### src/core/irq_out_pkg.sv
// Constants for the host interrupt output controller
package irq_out_pkg;

  // Register offsets (byte addresses)
  localparam logic [7:0] OFS_DEVICE_IDENTITY = 8'h50;
  localparam logic [7:0] OFS_IRQ_CONFIG      = 8'h54;
  localparam logic [7:0] OFS_IRQ_STATUS      = 8'h58;
  localparam logic [7:0] OFS_IRQ_ENABLE      = 8'h5C;

  // Output configuration fields
  localparam int unsigned CFG_INTERVAL_LSB = 24;
  localparam int unsigned CFG_INTERVAL_MSB = 31;
  localparam int unsigned CFG_CLEAR_BIT    = 14;
  localparam int unsigned CFG_ACTIVE_BIT   = 13;
  localparam int unsigned CFG_MASTER_BIT   = 12;
  localparam int unsigned CFG_ENABLE_BIT   = 8;
  localparam int unsigned CFG_POLARITY_BIT = 4;
  localparam int unsigned CFG_BUFFER_BIT   = 0;

  // Status bit of the power management event
  localparam int unsigned POWER_EVENT_BIT = 17;

  // Reset values
  localparam logic [31:0] RST_IRQ_STATUS = 32'h0000_0000;
  localparam logic [31:0] RST_IRQ_ENABLE = 32'h0000_0000;
  localparam logic [7:0]  RST_INTERVAL   = 8'h00;
  localparam logic        RST_ENABLE     = 1'b0;
  localparam logic        RST_POLARITY   = 1'b0;
  localparam logic        RST_BUFFER     = 1'b0;
  localparam logic [31:0] READ_ZERO      = 32'h0000_0000;

  // Identification, values arbitrary
  localparam logic [15:0] IDENT_DEVICE   = 16'hA5C3;
  localparam logic [15:0] IDENT_REVISION = 16'h0001;

  // Timing
  localparam int unsigned CLOCK_PERIOD_NS   = 10;
  localparam int unsigned INTERVAL_UNIT_NS  = 10000;
  localparam int unsigned INTERVAL_UNIT_CYC =
    (INTERVAL_UNIT_NS + CLOCK_PERIOD_NS - 1) / CLOCK_PERIOD_NS;

endpackage : irq_out_pkg

### src/core/deassert_timer.sv
// Deassertion interval timer counted in fixed time units
`timescale 1ns/1ps
`default_nettype none

module deassert_timer #(
  parameter int unsigned UNIT_CYCLES = irq_out_pkg::INTERVAL_UNIT_CYC
) (
  input  wire logic       clock,
  input  wire logic       rst_n,
  input  wire logic       restart,
  input  wire logic       halt,
  input  wire logic [7:0] length,
  output logic            active
);

  logic [15:0] pre_q;
  logic [15:0] pre_d;
  logic [7:0]  units_q;
  logic [7:0]  units_d;
  logic        active_q;
  logic        active_d;

  always_comb
  begin
    pre_d    = pre_q;
    units_d  = units_q;
    active_d = active_q;
    if (halt)
    begin
      // Disabled: counter reset, nothing held back
      pre_d    = 16'h0000;
      units_d  = 8'h00;
      active_d = 1'b0;
    end
    else if (restart)
    begin
      // Length sampled at each start, so a new value applies next time
      pre_d    = 16'h0000;
      units_d  = length;
      active_d = (length != 8'h00);
    end
    else if (active_q)
    begin
      if (pre_q == 16'(UNIT_CYCLES - 1))
      begin
        pre_d = 16'h0000;
        if (units_q <= 8'h01)
        begin
          units_d  = 8'h00;
          active_d = 1'b0;
        end
        else
        begin
          units_d = units_q - 8'h01;
        end
      end
      else
      begin
        pre_d = pre_q + 16'h0001;
      end
    end
  end

  always_ff @(posedge clock or negedge rst_n)
  begin
    if (!rst_n)
    begin
      pre_q    <= 16'h0000;
      units_q  <= 8'h00;
      active_q <= 1'b0;
    end
    else
    begin
      pre_q    <= pre_d;
      units_q  <= units_d;
      active_q <= active_d;
    end
  end

  assign active = active_q;

endmodule : deassert_timer

`default_nettype wire

### src/core/host_interrupt_output_control.sv
// Host interrupt output controller with deassertion interval
`timescale 1ns/1ps
`default_nettype none

// Function
// - Eight-bit deassertion interval in config bits 31:24, units of 10 us.
// - Interval zero disables function, resets counter, releases pending interrupts.
// - New non-zero interval length applies to interrupts occurring afterwards.
// - Power event interrupt is never held back by the interval.
// - Writing one to clear bit restarts the deassertion interval.
// - Active bit set during interval; output withheld; clears itself at end.
// - Master bit shows internal request, ignoring enable and interval.
// - Output enable clear holds pin deasserted; status bits unaffected.
// - Polarity zero gives active-low output, one gives active-high.
// - Buffer type zero is open-drain, one is push-pull.
// - Open-drain output ignores polarity and is always active low.
// - Read-only identity: device code high half, revision low half.
// - Polarity and buffer type survive software reset.
// - Writing one to a status bit clears it; zero leaves it.
module host_interrupt_output_control #(
  parameter int unsigned UNIT_CYCLES = irq_out_pkg::INTERVAL_UNIT_CYC
) (
  input  wire logic        clock,
  input  wire logic        nrst,
  input  wire logic        software_reset,
  input  wire logic [31:0] interrupt_events,
  input  wire logic [7:0]  reg_addr,
  input  wire logic        reg_write,
  input  wire logic        reg_read,
  input  wire logic [31:0] reg_wdata,
  output logic      [31:0] reg_rdata,
  output logic             irq_pin_out,
  output logic             irq_pin_oe
);

  // Reset release through two flip-flops
  logic rst_meta_q;
  logic rst_sync_q;

  always_ff @(posedge clock or negedge nrst)
  begin
    if (!nrst)
    begin
      rst_meta_q <= 1'b0;
      rst_sync_q <= 1'b0;
    end
    else
    begin
      rst_meta_q <= 1'b1;
      rst_sync_q <= rst_meta_q;
    end
  end

  logic rst_n;
  assign rst_n = rst_sync_q;

  // Address decode
  logic wr_config;
  logic wr_status;
  logic wr_enable;

  always_comb
  begin
    wr_config = reg_write && (reg_addr == irq_out_pkg::OFS_IRQ_CONFIG);
    wr_status = reg_write && (reg_addr == irq_out_pkg::OFS_IRQ_STATUS);
    wr_enable = reg_write && (reg_addr == irq_out_pkg::OFS_IRQ_ENABLE);
  end

  // Configuration cleared by any reset
  logic [7:0] deassert_interval_q;
  logic [7:0] deassert_interval_d;
  logic       output_enable_q;
  logic       output_enable_d;
  logic       deassert_interval_clear;

  always_comb
  begin
    deassert_interval_d     = deassert_interval_q;
    output_enable_d         = output_enable_q;
    deassert_interval_clear = 1'b0;
    if (software_reset)
    begin
      deassert_interval_d = irq_out_pkg::RST_INTERVAL;
      output_enable_d     = irq_out_pkg::RST_ENABLE;
    end
    else if (wr_config)
    begin
      deassert_interval_d = reg_wdata[irq_out_pkg::CFG_INTERVAL_MSB:
                                      irq_out_pkg::CFG_INTERVAL_LSB];
      output_enable_d     = reg_wdata[irq_out_pkg::CFG_ENABLE_BIT];
      // Self-clearing strobe, never stored
      deassert_interval_clear = reg_wdata[irq_out_pkg::CFG_CLEAR_BIT];
    end
  end

  always_ff @(posedge clock or negedge rst_n)
  begin
    if (!rst_n)
    begin
      deassert_interval_q <= irq_out_pkg::RST_INTERVAL;
      output_enable_q     <= irq_out_pkg::RST_ENABLE;
    end
    else
    begin
      deassert_interval_q <= deassert_interval_d;
      output_enable_q     <= output_enable_d;
    end
  end

  // Pin configuration kept through software reset
  logic output_polarity_q;
  logic output_polarity_d;
  logic push_pull_q;
  logic push_pull_d;

  always_comb
  begin
    output_polarity_d = output_polarity_q;
    push_pull_d       = push_pull_q;
    // Software reset deliberately not looked at here
    if (wr_config)
    begin
      output_polarity_d = reg_wdata[irq_out_pkg::CFG_POLARITY_BIT];
      push_pull_d       = reg_wdata[irq_out_pkg::CFG_BUFFER_BIT];
    end
  end

  always_ff @(posedge clock or negedge rst_n)
  begin
    if (!rst_n)
    begin
      output_polarity_q <= irq_out_pkg::RST_POLARITY;
      push_pull_q       <= irq_out_pkg::RST_BUFFER;
    end
    else
    begin
      output_polarity_q <= output_polarity_d;
      push_pull_q       <= push_pull_d;
    end
  end

  // Status and enable
  logic [31:0] interrupt_status_q;
  logic [31:0] interrupt_status_d;
  logic [31:0] interrupt_enable_q;
  logic [31:0] interrupt_enable_d;

  always_comb
  begin
    interrupt_status_d = interrupt_status_q;
    interrupt_enable_d = interrupt_enable_q;
    if (software_reset)
    begin
      interrupt_status_d = irq_out_pkg::RST_IRQ_STATUS;
      interrupt_enable_d = irq_out_pkg::RST_IRQ_ENABLE;
    end
    else
    begin
      if (wr_status)
      begin
        interrupt_status_d = interrupt_status_q & ~reg_wdata;
      end
      // Set after clear so an event in the clearing cycle is kept
      interrupt_status_d = interrupt_status_d | interrupt_events;
      if (wr_enable)
      begin
        interrupt_enable_d = reg_wdata;
      end
    end
  end

  always_ff @(posedge clock or negedge rst_n)
  begin
    if (!rst_n)
    begin
      interrupt_status_q <= irq_out_pkg::RST_IRQ_STATUS;
      interrupt_enable_q <= irq_out_pkg::RST_IRQ_ENABLE;
    end
    else
    begin
      interrupt_status_q <= interrupt_status_d;
      interrupt_enable_q <= interrupt_enable_d;
    end
  end

  // Request combining
  logic [31:0] pending;
  logic        internal_request;
  logic        power_event_request;
  logic        other_request;

  always_comb
  begin
    pending             = interrupt_status_q & interrupt_enable_q;
    internal_request    = |pending;
    power_event_request = pending[irq_out_pkg::POWER_EVENT_BIT];
    other_request       = |(pending & ~(32'h0000_0001 << irq_out_pkg::POWER_EVENT_BIT));
  end

  // Deassertion interval
  logic deassert_interval_active;
  logic interval_restart;
  logic interval_halt;
  logic irq_asserted_q;
  logic irq_asserted_d;

  always_comb
  begin
    // Zero length or software reset: counter held reset; at zero length pending goes out
    interval_halt = software_reset || (deassert_interval_q == 8'h00);
    irq_asserted_d = output_enable_q &&
      (power_event_request ||
       (other_request && !deassert_interval_active));
    // Falling output starts a fresh interval, as does the clear strobe
    interval_restart = (irq_asserted_q && !irq_asserted_d) ||
                       deassert_interval_clear;
  end

  deassert_timer #(
    .UNIT_CYCLES (UNIT_CYCLES)
  ) u_deassert_timer (
    .clock   (clock),
    .rst_n   (rst_n),
    .restart (interval_restart),
    .halt    (interval_halt),
    .length  (deassert_interval_q),
    .active  (deassert_interval_active)
  );

  // Pin drive
  logic irq_pin_out_q;
  logic irq_pin_out_d;
  logic irq_pin_oe_q;
  logic irq_pin_oe_d;

  always_comb
  begin
    if (push_pull_q)
    begin
      irq_pin_oe_d  = 1'b1;
      irq_pin_out_d = output_polarity_q ? irq_asserted_d : !irq_asserted_d;
    end
    else
    begin
      // Open drain only ever pulls low, polarity ignored
      irq_pin_oe_d  = irq_asserted_d;
      irq_pin_out_d = 1'b0;
    end
  end

  always_ff @(posedge clock or negedge rst_n)
  begin
    if (!rst_n)
    begin
      irq_asserted_q <= 1'b0;
      irq_pin_out_q  <= 1'b0;
      irq_pin_oe_q   <= 1'b0;
    end
    else
    begin
      irq_asserted_q <= irq_asserted_d;
      irq_pin_out_q  <= irq_pin_out_d;
      irq_pin_oe_q   <= irq_pin_oe_d;
    end
  end

  assign irq_pin_out = irq_pin_out_q;
  assign irq_pin_oe  = irq_pin_oe_q;

  // Read path
  logic [31:0] reg_rdata_q;
  logic [31:0] reg_rdata_d;
  logic [31:0] config_view;

  always_comb
  begin
    config_view = irq_out_pkg::READ_ZERO;
    config_view[irq_out_pkg::CFG_INTERVAL_MSB:irq_out_pkg::CFG_INTERVAL_LSB] =
      deassert_interval_q;
    config_view[irq_out_pkg::CFG_ACTIVE_BIT]   = deassert_interval_active;
    config_view[irq_out_pkg::CFG_MASTER_BIT]   = internal_request;
    config_view[irq_out_pkg::CFG_ENABLE_BIT]   = output_enable_q;
    config_view[irq_out_pkg::CFG_POLARITY_BIT] = output_polarity_q;
    config_view[irq_out_pkg::CFG_BUFFER_BIT]   = push_pull_q;
    reg_rdata_d = reg_rdata_q;
    if (reg_read)
    begin
      unique case (reg_addr)
        irq_out_pkg::OFS_DEVICE_IDENTITY:
          reg_rdata_d = {irq_out_pkg::IDENT_DEVICE, irq_out_pkg::IDENT_REVISION};
        irq_out_pkg::OFS_IRQ_CONFIG: reg_rdata_d = config_view;
        irq_out_pkg::OFS_IRQ_STATUS: reg_rdata_d = interrupt_status_q;
        irq_out_pkg::OFS_IRQ_ENABLE: reg_rdata_d = interrupt_enable_q;
        default:                     reg_rdata_d = irq_out_pkg::READ_ZERO;
      endcase
    end
  end

  always_ff @(posedge clock or negedge rst_n)
  begin
    if (!rst_n)
    begin
      reg_rdata_q <= irq_out_pkg::READ_ZERO;
    end
    else
    begin
      reg_rdata_q <= reg_rdata_d;
    end
  end

  assign reg_rdata = reg_rdata_q;

endmodule : host_interrupt_output_control

`default_nettype wire

### config.mk
export PLATFORM = sky130hd
export DESIGN_NAME = host_interrupt_output_control
export DESIGN_NICKNAME = d
export VERILOG_FILES = /design/src/core/irq_out_pkg.sv /design/src/core/deassert_timer.sv /design/src/core/host_interrupt_output_control.sv
export SDC_FILE = /design/constraint.sdc
export NUM_CORES = 1
export LEC_CHECK = 0
export BUFFER_PORTS_ARGS = -buffer_cell sky130_fd_sc_hd__clkbuf_2
export CAP_MARGIN = 25
export CORE_MARGIN = 2
export CORE_UTILIZATION = 56
export DETAILED_ROUTE_END_ITERATION = 8
export PLACE_DENSITY = 0.82
export SLEW_MARGIN = 40
export SYNTH_ARGS = -nofsm -noshare
export SYNTH_HDL_FRONTEND = slang
export SYNTH_SLANG_ARGS = --single-unit
### constraint.sdc
create_clock -name clock -period 5.31 [get_ports clock]
set_clock_uncertainty 0.15 [all_clocks]
set_input_delay 1.593 -clock clock [delete_from_list [all_inputs] [get_ports clock]]
set_output_delay 1.593 -clock clock [all_outputs]
set_load 0.02 [all_outputs]
==> results.md <==
Clock tree:
- The CTS H-tree depth is 4.
- The count of cells resized by post-cts repair is 0.
- The number of clock buffers added by TritonCTS is 17.
- The maximum buffer depth of the clock tree is 2.
- The worst-skew pair later-pin latency is 0.43 ns.
- In this run the post-CTS setup repair buffer count came out at 0.
- The root buffer cell is clkbuf_16.
- TritonCTS built the clock tree.
- Clock tree synthesis found a total of ~140 sinks.
- Clock-pin slew was measured on the worst setup and hold paths at around 0.06 ns.
- The number of hold-repair buffers added at the cts stage is 0.

Critical path:
- Data arrives at the worst endpoint at 4.03 ns.
- The capture instance of the worst register-to-register path is u_deassert_timer.pre_q[9].
- The most frequent cell on the critical path is buf_4.
- The critical register-to-register path startpoint is interrupt_status_q[4].
- For the worst setup path, the data required time is 5.53 ns.
- Across all register-to-register paths, the minimum setup slack is between 2 and 2.5 ns.
- For this run, the slowest stage of the critical path takes about 0.65 ns.
- The category of the worst setup path capture point is a register.
- The worst setup path is launched from a primary input.
- The critical path goes through clkbuf_2 -> nand4bb_1 -> nor3_1 -> buf_4 -> and3_1 -> nand2_1 -> nor2_2 -> buf_4 -> a22o_1.
- The cell type of the slowest stage on the worst timing path is and3_1.
- The kind of critical path is primary input to register.
- Along the worst path, the maximum fanout reaches 21.
- For the worst flop-to-flop path, the logic depth is 8.

Timing:
- The number of hold violations in the final report is 0.
- The worst-margin pin slew is 0.837 ns.
- The setup-violating endpoint count in the final report is 0.
- Based on the critical path, the design can be clocked at up to roughly 260 MHz.
- The final number of max-transition violations is 0.
- The final critical path time including I/O delays and setup is ~3.8 ns.
- The headroom to the max-slew limit is 0.437.
- Setup repair after global routing left no endpoint under its margin.
- The post-route clock period utilization is 0.718.
- The total negative slack is 0 ns.

Yosys:
- In this run, synthesis inferred 0 flip-flops with an integrated enable.
- The cell area after technology mapping is 6350 µm².
- Counting every instance in the synthesized netlist gives 650.
- The leading register cell type out of synthesis is dfrtp_1.
- The async set-reset flop share out of synthesis is 1.00.
- The share of the Yosys chip area taken by registers is 0.539.
- The post-synthesis register bit count is 137.
- Yosys printed 0 warnings.
- Counting distinct cell types in the post-synthesis netlist gives 56.
- When the netlist entered floorplanning its net count stood at 730.
- The average instance in the mapped netlist occupies 9.78 µm².

Power and ir drop:
- Of the total power, combinational logic draws 0.046.
- IR analysis of the VDD net gives a maximum drop of around 0.00031 V.
- Dividing total power by cell area gives a power density of 332 nW/µm².
- Of the total power, registers draw 0.423.
- The switching power share of the total is 0.221.
- Internal power comes to approximately 2 mW.
- The fraction of power consumed by the clock network is 0.531.
- The standby leakage power is 3.50 nW.
- The net switching power of the design is 0.568 mW.

Drt:
- The total wire length is 18.0 mm.
- The wire length on met2 is 8.49 mm.
- The remaining routing DRC violations is 0.
- The met1 layer wirelength in the final routing is approximately 7.5 mm.
- Detailed routing placed a total of 1.45 mm of wire on met3.
- The highest metal layer carrying signal wires in the routed design is met4.
- The first TritonRoute pass finished after 5 iterations.
- The count of nets left with antenna violations after detail routing is 0.
- The via-per-instance ratio is 6.35.
- For this block, the initial DRC count from the detailed router was between 500 and 600.
- In the final routed layout, each cell accounts on average for 19.8 µm.
- The number of vias after detailed routing is 5,745.

GRT:
- The number of global-route vias before repair is around 5,700.
- Summed over all layers, the global routing overflow is 0.
- The first global-routing pass estimated 29.4 mm of wire.
- The global-route usage over all layers is 0.302.
- Entering global routing, the biggest net connects 53 pins.
- The initial antenna violation count is 0.

Finish:
- The number of diodes added for antenna fixing is 0.
- The post-layout net count is 832.
- The synthesis-to-layout area growth is 21.7%.
- The top cell types in the final layout, fill and taps aside, are dfrtp_1 (136), clkbuf_2 (109), nand2_1 (96), a21oi_1 (54), nor2_1 (50).
- Leaving out fill and tap cells, the most frequent cell in the layout is dfrtp_1.
- Fill cells in the final layout number ~800.
- In the final layout, the share of cells above drive strength 1 is 0.231.
- Once layout is complete, the utilization of the core stands at 0.707.

Run status:
- The run finished with clean final reports.

Placement:
- The number of input and output port buffers inserted is 110.
- The final weighted congestion of routability-driven global placement is 0.895.
- The detailed-placement wirelength estimate is 12.5 mm.

Floorplan:
- From left edge to right edge, the die measures 111 µm.
- The core region is 10,900 µm².
- The number of ports placed on the die boundary is 111.
- The starting density of the core is 0.581.
- The floorplan step set the die height to 111 µm.
- The die area is around 12,000 µm².
- The floorplan has 38 rows.

Flow run:
- The tool flagged a number of max-cap violations equal to 0.

Worst hold path:
- In this run the worst hold path is classified as register to async pin.
[worst max-delay path: cells and delay by family]
family / cells / cell delay, ns
and+or+nand+nor: 5 / 1.57
buffers and inverters: 3 / 0.67
AOI/OAI and AO/OA: 1 / 0.18
[worst max path at each step]
stage / slack [ns] / start / to / cells after the start
finish: 1.50 / reg_addr[5] / interrupt_enable_q[19] / 9
floorplan: 1.06 / rst_n / deassert_interval_q[0] / 0
CTS: 1.54 / reg_addr[5] / interrupt_enable_q[20] / 9
global route: 1.28 / reg_addr[5] / interrupt_enable_q[22] / 9
detailed placement: 1.12 / reg_addr[5] / interrupt_enable_q[20] / 9
global placement: 1.25 / reg_addr[3] / interrupt_status_q[8] / 9
[synthesized netlist by cell type (all sizes together), types with 3 or more instances]
master   number  share of area
and4          3         0.0043
nand3         8         0.0063
nor2b         5         0.0049
and3          6         0.0063
a22o         41          0.057
mux2i         7          0.011
clkbuf       31          0.020
o21ai        25          0.020
nor3         10         0.0079
buf           6         0.0037
ha            3         0.0059
a221oi        4         0.0055
nand2b        3         0.0030
and2          3         0.0030
o2bb2ai       5         0.0069
or3           3         0.0030
o2111ai      12          0.017
dfrtp       137           0.54
nand2        98          0.058
a22oi        30          0.035
o31ai         3         0.0035
nor4          6         0.0079
a21oi        55          0.043
o22ai        24          0.024
mux2          7          0.012
inv          39          0.023
nor2         53          0.034
[stage by stage]
step	instance area (µm²)	std cells	setup slack, ns	power, mW	hold slack, ns
2_1_floorplan	6350	650	1.06	1.15	0.181
3_3_place_gp	7000	871	1.25	1.21	0.188
3_5_place_dp	7050	873	1.12	1.22	0.0609
4_1_cts	7730	905	1.54	2.57	0.0639
5_1_grt	7730	905	1.28	2.65	0.0812
6_report	7730	905	1.50	2.57	0.0536
[power groups by stage]
stage | logic [mW] | clock network [mW] | registers [mW]
6_report | 0.119 | 1.36 | 1.09
3_5_place_dp | 0.117 | 0 | 1.10
4_1_cts | 0.118 | 1.37 | 1.09
2_1_floorplan | 0.0438 | 0 | 1.11
3_3_place_gp | 0.101 | 0 | 1.11
5_1_grt | 0.131 | 1.43 | 1.09
[kinds of logic (layout without fill, tap and decap cells)]
| group | count (synthesis) | count (layout) | share of synthesized area |
|---|---|---|---|
| and+or+nand+nor | 210 | 210 | 0.160 |
| buffers and inverters | 76 | 191 | 0.0467 |
| muxes | 14 | 14 | 0.0234 |
| adders and majority gates | 3 | 3 | 0.00591 |
| AOI/OAI and AO/OA | 207 | 207 | 0.221 |
| other | 1 | 1 | 0.000590 |
| xor gates and xnor gates | 2 | 2 | 0.00276 |
| DFF | 137 | 137 | 0.539 |
[sequential cells by signal, indices dropped and copies added, names as in the netlist, 8 cells and up]
register	cells
deassert_interval_q	8
reg_rdata	32
u_deassert_timer.pre_q	16
u_deassert_timer.units_q	8
interrupt_enable_q	32
interrupt_status_q	32
[area by class of cell]
class	count	area, µm²	share of cell area
Inverter	39	146	0.0189
Timing Repair Buffer	120	651	0.0841
Clock inverter	14	244	0.0315
Sequential cell	137	3430	0.444
Tap cell	140	175	0.0227
Clock buffer	18	439	0.0568
Multi-Input combinational cell	437	2650	0.342
[per-layer routing]
metal  track usage  vias up
met5             0        -
met4         0.125        0
met3        0.0730       58
met2         0.463      324
met1         0.416     2806
li1              -     2557
Power figures use the tool's default switching activity.
